`src/inc/srsb_defs.svh`:
```
// Offsets, field positions, reset values and timing for the status byte
`ifndef SRSB_DEFS_SVH
`define SRSB_DEFS_SVH
`define SRSB_BIT_PROC 3'h0
`define SRSB_BIT_ERR 3'h1
`define SRSB_BIT_GAUGE 3'h2
`define SRSB_BIT_UNUSED 3'h3
`define SRSB_BIT_MAV 3'h4
`define SRSB_BIT_EVENT 3'h5
`define SRSB_BIT_SRQ 3'h6
`define SRSB_BIT_IDLE 3'h7
`define SRSB_SRE_RST 8'h00
`define SRSB_PSC_RST 1'h0
`define SRSB_KEEP_RST 40'h00_0000_0000
`define SRSB_SRQ_MASK 8'hbf
`define SRSB_ANSWER_CYCLES 1
`endif

```
`src/inc/srsb_pkg.sv`:
```
// Types shared by the status byte block and its helpers
package srsb_pkg;
    typedef logic [7:0] srsb_word_t;
    typedef logic [2:0] srsb_idx_t;
    // One lower status register with its enable register
    typedef struct packed {
        srsb_word_t stat;
        srsb_word_t en;
    } srsb_lower_s;
    // Status byte query: whole byte, or one bit by index
    typedef struct packed {
        logic valid;
        logic single;
        srsb_idx_t idx;
    } srsb_query_s;
    // Service request enable write: whole byte or one bit
    typedef struct packed {
        logic valid;
        logic single;
        srsb_idx_t idx;
        logic bit_val;
        srsb_word_t value;
    } srsb_sre_cmd_s;
    // The four lower enable registers as one group
    typedef struct packed {
        srsb_word_t proc_en;
        srsb_word_t err_en;
        srsb_word_t gauge_en;
        srsb_word_t event_en;
    } srsb_en_set_s;
    // Power sequencing states
    typedef enum logic [2:0] {
        SRSB_RUN = 3'b001,
        SRSB_LOAD = 3'b010,
        SRSB_SETTLE = 3'b100
    } srsb_pwr_e;
endpackage

```
`src/verilog/srsb_sum.sv`:
```
// Summary bit of one lower status register: any enabled bit set
`timescale 1ns/1ps
module srsb_sum #(
    parameter int WIDTH = 8
) (
    // Lower register and its enable
    input wire logic [WIDTH-1:0] stat,
    input wire logic [WIDTH-1:0] en,
    // Summary out
    output logic summary
);
    generate
        if (WIDTH < 1 || WIDTH > 16) begin : g_bad
            $error("srsb_sum width out of range");
        end
    endgenerate

    // Pure level: follows the register and its enable, so it clears with either
    assign summary = |(stat & en);
endmodule

```
`src/verilog/srsb_keep.sv`:
```
// Retention store for enable registers across power cycles
`timescale 1ns/1ps
`include "srsb_defs.svh"
module srsb_keep #(
    parameter int WIDTH = 40
) (
    // Clock and reset
    input wire logic core_clk,
    input wire logic rst,
    // Save strobe and data
    input wire logic save,
    input wire logic [WIDTH-1:0] save_val,
    // Saved copy
    output logic [WIDTH-1:0] kept_q
);
    generate
        if (WIDTH != 40) begin : g_bad
            $error("srsb_keep holds exactly five enable bytes");
        end
    endgenerate

    // Stands in for battery-backed storage; only rst wipes it
    always_ff @(posedge core_clk) begin
        if (rst) begin
            kept_q <= `SRSB_KEEP_RST;
        end else if (save) begin
            kept_q <= save_val;
        end
    end
endmodule

```
`src/verilog/srsb_top.sv`:
```
// Status byte, service request logic and enable retention
// Contract
// - Flag 0: save enables at power-down; power-up clears status, reloads enables.
// - Restored enables let a request rise right after power-up.
// - Whole-byte query returns all eight status bits, 0 to 255.
// - Single-bit query with index 0-7 returns just that bit.
// - Bit 0 set while any enabled process-control status bit is set.
// - Bit 1 set while any enabled error status bit is set.
// - Bit 2 set while any enabled gauge status bit is set.
// - Bit 4 set while the output buffer holds unread response data.
// - Bit 5 set while any enabled standard event status bit is set.
// - Bit 7 set when idle, clear while a command executes.
// - Queried bit 6 is one when status and request enable share a bit.
// - Queried bit 6 ignores polls and requests; poll bit 6 means request.
// - Querying the byte changes nothing in it.
// - A bit stays set while its cause lasts, clears with the cause.
// - One request per 0-to-1 change of an enabled bit, never repeated.
// - First poll after a request shows bit 6 set, then it clears.
// - Clear-status clears status registers, leaves enables unchanged.
`timescale 1ns/1ps
`include "srsb_defs.svh"
module srsb_top (
    // Clock and reset
    input wire logic core_clk,
    input wire logic rst,
    // Lower status registers with enables
    input wire srsb_pkg::srsb_lower_s proc_reg,
    input wire srsb_pkg::srsb_lower_s err_reg,
    input wire srsb_pkg::srsb_lower_s gauge_reg,
    input wire srsb_pkg::srsb_lower_s event_reg,
    // Output buffer and execution state
    input wire logic out_buf_has_data,
    input wire logic cmd_busy,
    // Host commands
    input wire srsb_pkg::srsb_sre_cmd_s request_enable_command,
    input wire logic power_on_clear_command,
    input wire logic power_on_clear_value,
    input wire logic clear_status_command,
    input wire srsb_pkg::srsb_query_s status_byte_query,
    input wire logic serial_poll,
    // Power events
    input wire logic power_down,
    input wire logic power_up,
    // Query answer
    output srsb_pkg::srsb_word_t query_data,
    output logic query_valid,
    // Serial poll answer and request line
    output srsb_pkg::srsb_word_t poll_data,
    output logic poll_valid,
    output logic srq_pending,
    // Register views
    output srsb_pkg::srsb_word_t service_status_byte,
    output srsb_pkg::srsb_word_t request_enable_q,
    output logic power_on_clear_flag,
    // Controls toward lower status registers
    output logic status_clear,
    output logic en_load,
    output srsb_pkg::srsb_en_set_s en_load_val
);
    import srsb_pkg::*;

    srsb_word_t stb;
    srsb_word_t enabled_bits;
    srsb_word_t prev_q;
    logic proc_summary_bit;
    logic error_summary_bit;
    logic gauge_summary_bit;
    logic event_summary_bit;
    logic new_request;
    logic [39:0] kept_q;
    srsb_en_set_s live_en;
    srsb_pwr_e pwr_q;
    logic status_clear_q;
    logic en_load_q;
    srsb_en_set_s en_load_val_q;

    // Bit of a byte picked by index; used by the single-bit query
    function automatic logic pick_bit(srsb_word_t b, srsb_idx_t i);
        pick_bit = b[i];
    endfunction

    // Request-bit value seen by a query
    function automatic logic query_srq(srsb_word_t b, srsb_word_t e);
        query_srq = |(b & e & `SRSB_SRQ_MASK);
    endfunction

    // Summary bits; levels, so they clear with their causes
    srsb_sum #(.WIDTH(8)) u_sum_proc (
        .stat(proc_reg.stat),
        .en(proc_reg.en),
        .summary(proc_summary_bit)
    );
    srsb_sum #(.WIDTH(8)) u_sum_err (
        .stat(err_reg.stat),
        .en(err_reg.en),
        .summary(error_summary_bit)
    );
    srsb_sum #(.WIDTH(8)) u_sum_gauge (
        .stat(gauge_reg.stat),
        .en(gauge_reg.en),
        .summary(gauge_summary_bit)
    );
    srsb_sum #(.WIDTH(8)) u_sum_event (
        .stat(event_reg.stat),
        .en(event_reg.en),
        .summary(event_summary_bit)
    );

    // Live status byte; bit 6 is the query view
    always_comb begin
        stb = 8'h00;
        stb[`SRSB_BIT_PROC] = proc_summary_bit;
        stb[`SRSB_BIT_ERR] = error_summary_bit;
        stb[`SRSB_BIT_GAUGE] = gauge_summary_bit;
        stb[`SRSB_BIT_UNUSED] = 1'b0;
        stb[`SRSB_BIT_MAV] = out_buf_has_data;
        stb[`SRSB_BIT_EVENT] = event_summary_bit;
        stb[`SRSB_BIT_IDLE] = ~cmd_busy;
        stb[`SRSB_BIT_SRQ] = query_srq(stb, request_enable_q);
    end
    assign service_status_byte = stb;

    // Bit 6 is excluded so a request cannot feed itself
    assign enabled_bits = stb & request_enable_q & `SRSB_SRQ_MASK;
    assign new_request = |(enabled_bits & ~prev_q);

    // Previous enabled bits; zeroed at load so can fire at once
    always_ff @(posedge core_clk) begin
        if (rst || en_load_q) begin
            prev_q <= 8'h00;
        end else begin
            prev_q <= enabled_bits;
        end
    end

    // Pending request: a new edge wins over a poll or a clear
    always_ff @(posedge core_clk) begin
        if (rst) begin
            srq_pending <= 1'b0;
        end else if (new_request) begin
            srq_pending <= 1'b1;
        end else if (serial_poll || status_clear_q) begin
            srq_pending <= 1'b0;
        end
    end

    // Serial poll answer carries the pending request as bit 6
    always_ff @(posedge core_clk) begin
        if (rst) begin
            poll_data <= 8'h00;
            poll_valid <= 1'b0;
        end else begin
            poll_valid <= serial_poll;
            if (serial_poll) begin
                poll_data <= {stb[7], srq_pending, stb[5:0]};
            end
        end
    end

    // Query answer; reads only, nothing is cleared by it
    always_ff @(posedge core_clk) begin
        if (rst) begin
            query_data <= 8'h00;
            query_valid <= 1'b0;
        end else begin
            query_valid <= status_byte_query.valid;
            if (status_byte_query.valid && status_byte_query.single) begin
                query_data <= {7'h00, pick_bit(stb,
                    status_byte_query.idx)};
            end else if (status_byte_query.valid) begin
                query_data <= stb;
            end
        end
    end

    // Power-on clear flag: persistent, defaults to keep enables
    always_ff @(posedge core_clk) begin
        if (rst) begin
            power_on_clear_flag <= `SRSB_PSC_RST;
        end else if (power_on_clear_command) begin
            power_on_clear_flag <= power_on_clear_value;
        end
    end

    // Request enable register; power-up load beats a host write
    always_ff @(posedge core_clk) begin
        if (rst) begin
            request_enable_q <= `SRSB_SRE_RST;
        end else if (pwr_q == SRSB_LOAD) begin
            request_enable_q <= power_on_clear_flag ? 8'h00
                : kept_q[39:32];
        end else if (request_enable_command.valid &&
                     request_enable_command.single) begin
            request_enable_q[request_enable_command.idx] <=
                request_enable_command.bit_val;
        end else if (request_enable_command.valid) begin
            request_enable_q <= request_enable_command.value;
        end
    end

    // Enables gathered for saving at power-down
    assign live_en = '{proc_en: proc_reg.en, err_en: err_reg.en,
        gauge_en: gauge_reg.en, event_en: event_reg.en};

    srsb_keep #(.WIDTH(40)) u_keep (
        .core_clk(core_clk),
        .rst(rst),
        .save(power_down && !power_on_clear_flag),
        .save_val({request_enable_q, live_en}),
        .kept_q(kept_q)
    );

    // Power sequencing: power-up loads one cycle, then settles
    always_ff @(posedge core_clk) begin
        if (rst) begin
            pwr_q <= SRSB_RUN;
        end else begin
            case (pwr_q)
                SRSB_RUN: begin
                    if (power_up) begin
                        pwr_q <= SRSB_LOAD;
                    end
                end
                SRSB_LOAD: begin
                    pwr_q <= SRSB_SETTLE;
                end
                SRSB_SETTLE: begin
                    pwr_q <= SRSB_RUN;
                end
                default: begin
                    pwr_q <= SRSB_RUN;
                end
            endcase
        end
    end

    // Clear strobe and enable load toward the lower registers
    always_ff @(posedge core_clk) begin
        if (rst) begin
            status_clear_q <= 1'b0;
            en_load_q <= 1'b0;
            en_load_val_q <= '0;
        end else begin
            status_clear_q <= clear_status_command
                || (pwr_q == SRSB_LOAD);
            en_load_q <= (pwr_q == SRSB_LOAD);
            if (pwr_q == SRSB_LOAD) begin
                en_load_val_q <= power_on_clear_flag ? '0 : kept_q[31:0];
            end
        end
    end
    assign status_clear = status_clear_q;
    assign en_load = en_load_q;
    assign en_load_val = en_load_val_q;
endmodule

```
`config.mk`:
```
export PLATFORM = sky130hd
export DESIGN_NAME = srsb_top
export DESIGN_NICKNAME = d
export VERILOG_FILES = /design/src/inc/srsb_pkg.sv /design/src/verilog/srsb_sum.sv /design/src/verilog/srsb_keep.sv /design/src/verilog/srsb_top.sv
export VERILOG_INCLUDE_DIRS = /design/src /design/src/inc
export SDC_FILE = /design/constraint.sdc
export NUM_CORES = 1
export LEC_CHECK = 0
export ABC_AREA = 0
export BUFFER_PORTS_ARGS = -buffer_cell sky130_fd_sc_hd__buf_2
export CAP_MARGIN = 20
export CORE_MARGIN = 4
export CORE_UTILIZATION = 40
export CTS_CLUSTER_DIAMETER = 100
export DETAILED_ROUTE_END_ITERATION = 8
export PLACE_DENSITY_LB_ADDON = 0.08
export SYNTH_ARGS = -nofsm -noshare
export SYNTH_HDL_FRONTEND = slang
export SYNTH_HIERARCHICAL = 1
export SYNTH_SLANG_ARGS = --single-unit
export TNS_END_PERCENT = 5
```
`constraint.sdc`:
```
create_clock -name core_clk -period 2.7 [get_ports core_clk]
set_input_delay 0 -clock core_clk [delete_from_list [all_inputs] [get_ports core_clk]]
set_output_delay 0 -clock core_clk [all_outputs]
set_load 0.005 [all_outputs]
```
==> Yosys cells after proc, flatten, opt, wreduce, memory -nomap -nowiden <==
Index checks and enable logic that the tools add are counted.
{ "op_classes": {"addsub": 0, "mul": 0, "div_mod_pow": 0, "order_cmp": 3, "eq_ne": 3, "n_shift": 0, "n_mux": 16, "bitwise": 9, "reduce_logical": 18} }
{ "ops": {"columns": ["cell", "n"], "rows": [
  ["$and A8 B8 Y8", 7],
  ["$reduce_or A8 Y1", 5],
  ["$mux W32", 1],
  ["$mux W8", 4],
  ["$bwmux W8", 1],
  ["$lt A3 B4 Y1 const B", 2],
  ["$not A8 Y8", 1],
  ["$reduce_or A7 Y1", 1],
  ["$mux W1", 6],
  ["$pmux W3 S2", 1],
  ["$logic_and A1 B1 Y1", 4],
  ["$reduce_bool A2 Y1", 2],
  ["$bmux W1 S3", 1],
  ["$demux W1 S3", 1],
  ["$eq A3 B1 Y1 const B", 1],
  ["$eq A3 B2 Y1 const B", 1],
  ["$ge A3 B1 Y1 const B", 1],
  ["$logic_or A1 B1 Y1", 3],
  ["$mux W3", 1],
  ["$reduce_bool A3 Y1", 1],
  ["$ne A2 B2 Y1 const B", 1],
  ["$reduce_or A2 Y1", 1],
  ["$logic_not A1 Y1", 1],
  ["$not A1 Y1", 1]
]} }
{ "word_totals": {"reg_bits": 111, "latch_bits": 0, "mem_bits_rw": 0, "rom_bits": 0, "inputBits": 93, "output_inout_bits": 70, "elab_cells": 67, "memories": 0} }

==> Logic depth before layout (Yosys ltp) <==
{ "logic_depth": {"depth_word": 8, "ltp_mapped": 7} }

==> Hierarchy <==
The synthesis kept the hierarchy.
{ "modules_own_cells": {"columns": ["module", "n_inst", "cells_per_inst", "area_per_inst_um2", "seq_area_each_um2"], "rows": [
  ["srsb_top", 1, 339, 3123.0, 1381.3],
  ["srsb_keep", 1, 129, 1457.6, 800.8],
  ["srsb_sum", 4, 5, 36.3, 0.0]
]} }

==> Worst setup path after synthesis <==
Ideal clock, no wire load.
{ "synth_path": {"path_kind": "reg-to-reg", "start": "register power_on_clear_flag", "end": "register u_keep.kept_q[0]", "setup_ns": 0.128, "arrival_ns": 1.334, "required_time_ns": 2.572, "slack_ns": 1.239, "path_stages_with_launch": 8, "path_buffers": 4, "path_cell_list": "dfxtp_1 buf_2 buf_2 nor2b_1 buf_6 buf_12 mux2i_1 nor2_1"} }
{ "synth_between": {"elab_chain_cells": 2} }
{ "synth_rtl": {"columns": ["item", "line", "source"], "rows": [
  ["start, declared", "srsb_top.sv:54", "output logic power_on_clear_flag,"],
  ["start signal, assigned", "srsb_top.sv:179", "power_on_clear_flag <= `SRSB_PSC_RST;"],
  ["start signal, assigned", "srsb_top.sv:181", "power_on_clear_flag <= power_on_clear_value;"],
  ["$logic_not A1 Y1", "srsb_top.sv:208", ".save(power_down && !power_on_clear_flag),"],
  ["$logic_and A1 B1 Y1", "srsb_top.sv:208", null],
  ["end signal, assigned", "srsb_keep.sv:25", "kept_q <= `SRSB_KEEP_RST;"],
  ["end signal, assigned", "srsb_keep.sv:27", "kept_q <= save_val;"],
  ["end, declared", "srsb_keep.sv:14", "output logic [WIDTH-1:0] kept_q"]
]} }
Every way passes these cells.
A chain may end at the register's enable or synchronous reset.

==> Final worst setup path <==
{ "layout_path": {"start": "input port err_reg[5] in the netlist's numbering", "end": "register query_data[0]"} }
{ "layout_between": {"elab_chain_cells": 7} }
{ "layout_rtl": {"columns": ["item", "line", "source"], "rows": [
  ["start, declared", "srsb_top.sv:28", "input wire srsb_pkg::srsb_lower_s err_reg,"],
  ["$and A8 B8 Y8 (*)", "srsb_sum.sv:19", "assign summary = |(stat & en);"],
  ["$reduce_or A8 Y1 (*)", "srsb_sum.sv:19", null],
  ["$and A8 B8 Y8", "srsb_top.sv:84", "query_srq = |(b & e & `SRSB_SRQ_MASK);"],
  ["$reduce_or A7 Y1", "srsb_top.sv:84", null],
  ["$bmux W1 S3 (*)", "srsb_top.sv:79", "pick_bit = b[i];"],
  ["$mux W1 (not written as such) (*)", "srsb_top.sv:79", null],
  ["$mux W1 (*)", "srsb_top.sv:167", "if (status_byte_query.valid && status_byte_query.single) begin"],
  ["end signal, assigned", "srsb_top.sv:168", "query_data <= {7'h00, pick_bit(stb,"],
  ["end signal, assigned", "srsb_top.sv:171", "query_data <= stb;"],
  ["end, declared", "srsb_top.sv:45", "output srsb_pkg::srsb_word_t query_data,"]
]} }
Every way passes the cells marked *; elsewhere a longest branch is shown, timed or not. The select of a mux whose other input is x is not followed.

==> reports/results.ini <==
[synthesis]
postSynth.asyncResetShare=0
syn_avg_cell_area_sq_um=9.68
yosysTopAreaCell=dfxtp_1
ys_ff_latch=109
synth.cell_area_sq_um=4730
synth_warnings=6
ys_seq_area_frac=0.462
ys_top_cells_by_count=109 x dfxtp_1, 103 x nor2_1, 50 x mux2i_1
synth_top_area_frac=0.462
syn_inst=488
synthFlopType=dfxtp_1
synth_area_leaders=dfxtp_1 46%, mux2i_1 11%, nor3b_2 8.5%, nor2_1 8.2%, a21oi_1 4.2%
synth_edf_count=0
synth_cell_types=35
yosysMostFrequentCell=dfxtp_1

[worst_setup_path]
cp_num_buf_inv=3
crit_type=input port to flop
slowest_delay_ns=0.56
r2r_setup_slack_ns=0.73
r2r_cells=4
cp_slowest_cell=dlygate4sd3_1
worstReg2RegStart=power_on_clear_flag$_SDFFE_PP0P_
crit_fanout=6
cp-start-kind=input port
crit_cells=9
path_delay_family=buffers and inverters
crit_required_ns=2.92
path_cells=dlygate4sd3_1, buf_2, a22oi_1, nand4_1, a22oi_1, nand4_1, o211ai_1, a21oi_1, dlygate4sd3_1
worstPathArrival_ns=2.65
crit_path_end_kind=flop
r2r-end=power_on_clear_flag$_SDFFE_PP0P_

[sta]
post-route-min-period_ns=2.42
setup_viol=0
rsz0062_at_grt=no
slew_violations=0
fin_tns_setup_ns=0
relSlewSlack=0.526
period_share=0.897
tightest_slew_ns=0.710
clock.fmax_ghz=0.413
skew_ns=0.00355
hold_violations=0

[die]
io_pins=163
die_y_um=117
initial_core_util=0.412
coreArea_sq_um=11500
die_x_um=117
rows=39
dieArea_sq_um=13600

[layout]
final_util=0.541
fin_cells=816
antennaDiodeCount=0
fin_nets=762
area.growth.synth_to_final_pct=31.3
drive_gt1_frac=0.325

[routing]
num_vias=4092
drtAntennaViolNets=0
wl_per_cell_um=15.1
vias_per_cell=5.01
drcViolationCount=0
routed_wl_um=12300
dr.pass1.iters=4
drt_iter0_markers=174

[clock_network]
cts_buffers=9
cts_root_buf=clkbuf_16
clock-sinks=109
clk_path_buf_depth=2
cts_tree=done
postCtsResizedCells=0
clkTransAtPathRegs_ns=0.07
post_cts_buffers=0
htree_levels=3
hold_buffers=40
insertion_delay_ns=0.34

[placement]
place_congestion=0.785
portBuffers=159
placed_cells=760
dpl.hpwl_um=8470

[pwr]
ir_drop_v=0.000283
p_leak_nw=2.73
p_per_area_nw_per_um2=560

[global_route]
gr-total-overflow=0
grt_start_max_net_pins=76
antenna_found_initial=0
grt_first_pass_wirelength_um=20000
grt_pass1_vias=4059
grt_use_total=0.185

[hold_path]
hold_path_startpoint=status_byte_query[4]
hold_end=query_valid$_SDFF_PP0_
holdCritPathClass=input port to flop
holdPathStages=2

[status]
status=complete, no violations

[job]
cap_violations=0

power breakdown:
group          switching, mW  leakage (nW)  internal (mW)
combinational          0.235          1.71          0.250
clock                  0.543         0.134          0.715
sequential            0.0504         0.892           1.68
worst reg2reg max path, cell delays in order, from the launching register on:
cell           delay, ns
dfxtp_2             0.69
buf_4               0.44
mux2i_1             0.12
dlygate4sd3_1       0.57
nor2_1              0.08
cell type report:
class	instances	area, sq um
Multi-Input combinational cell	337	2240
Clock buffer	13	240
Timing Repair Buffer	209	1310
Clock inverter	2	35.0
Sequential cell	109	2180
Fill cell	1104	5260
Tap cell	143	179
Inverter	3	11.3
state kept, by name (all words and copies together), names as in the netlist:
signal               count
u_keep/kept_q           40
en_load_val             32
request_enable_q         8
poll_data                7
query_data               7
prev_q                   6
pwr_q                    3
en_load                  1
poll_valid               1
power_on_clear_flag      1
query_valid              1
srq_pending              1
status_clear             1
stage by stage:
| step | worst slack [ns] | hold slack (ns) | instance area (sq um) | total power [mW] |
|---|---|---|---|---|
| after global placement | 0.782 | 0.248 | 5510 | 2.20 |
| after floorplan | 1.24 | 0.0265 | 4730 | 2.04 |
| after global routing | 0.135 | 0.0478 | 6200 | 3.66 |
| after detailed placement | 0.717 | 0.247 | 5510 | 2.21 |
| final | 0.278 | 0.0374 | 6200 | 3.48 |
| after CTS | 0.247 | 0.0148 | 6180 | 3.52 |
logic make-up after synthesis:
family | after synthesis | share of synthesized area
AOI/OAI and AO/OA | 97 | 0.132
buffers and inverters | 44 | 0.0665
DFF | 109 | 0.462
muxes | 50 | 0.106
other | 1 | 0.000794
and+or+nand+nor | 187 | 0.233
per-layer routing:
metal  global-route usage  wire, um  vias up
li1                     -         -     2068
met1                0.245      5630     1908
met2                0.307      5860      104
met3               0.0285       629       12
met4               0.0650       181        0
met5                    0         0        -
worst max-delay path by stage:
stage / startpoint / to
3_3_place_gp: pwr_q[1]$_SDFFE_PP0P_ / en_load_val[9]$_SDFFE_PP0P_
2_1_floorplan: power_on_clear_flag$_SDFFE_PP0P_ / u_keep/kept_q[0]$_SDFFE_PP0P_
5_1_grt: err_reg[3] / query_data[0]$_SDFFE_PP0P_
3_5_place_dp: pwr_q[1]$_SDFFE_PP0P_ / en_load_val[14]$_SDFFE_PP0P_
4_1_cts: err_reg[3] / query_data[0]$_SDFFE_PP0P_
6_report: err_reg[5] / query_data[0]$_SDFFE_PP0P_
cell usage in the layout (no fill, tap or decap), types with 2 or more instances in the layout:
cell type and instances:
nor3b_2 32, nor2b_1 4, nand2b_1 10, buf_12 3, inv_1 3, mux2i_1 50, buf_2 158, nand4_1 6
nor3_1 2, dfxtp_1 108, and2_1 2, nor2_1 103, dlygate4sd3_1 40, o2bb2ai_1 6, clkbuf_1 4, clkbuf_16 9
a311oi_1 2, a21oi_1 40, nand2_1 14, or2_2 2, conb_1 3, nand3b_1 5, a211oi_1 8, o22ai_1 3
buf_4 8, o211ai_1 9, o21ai_0 4, a22oi_1 24
No activity file was read; power rests on OpenSTA's default activity.
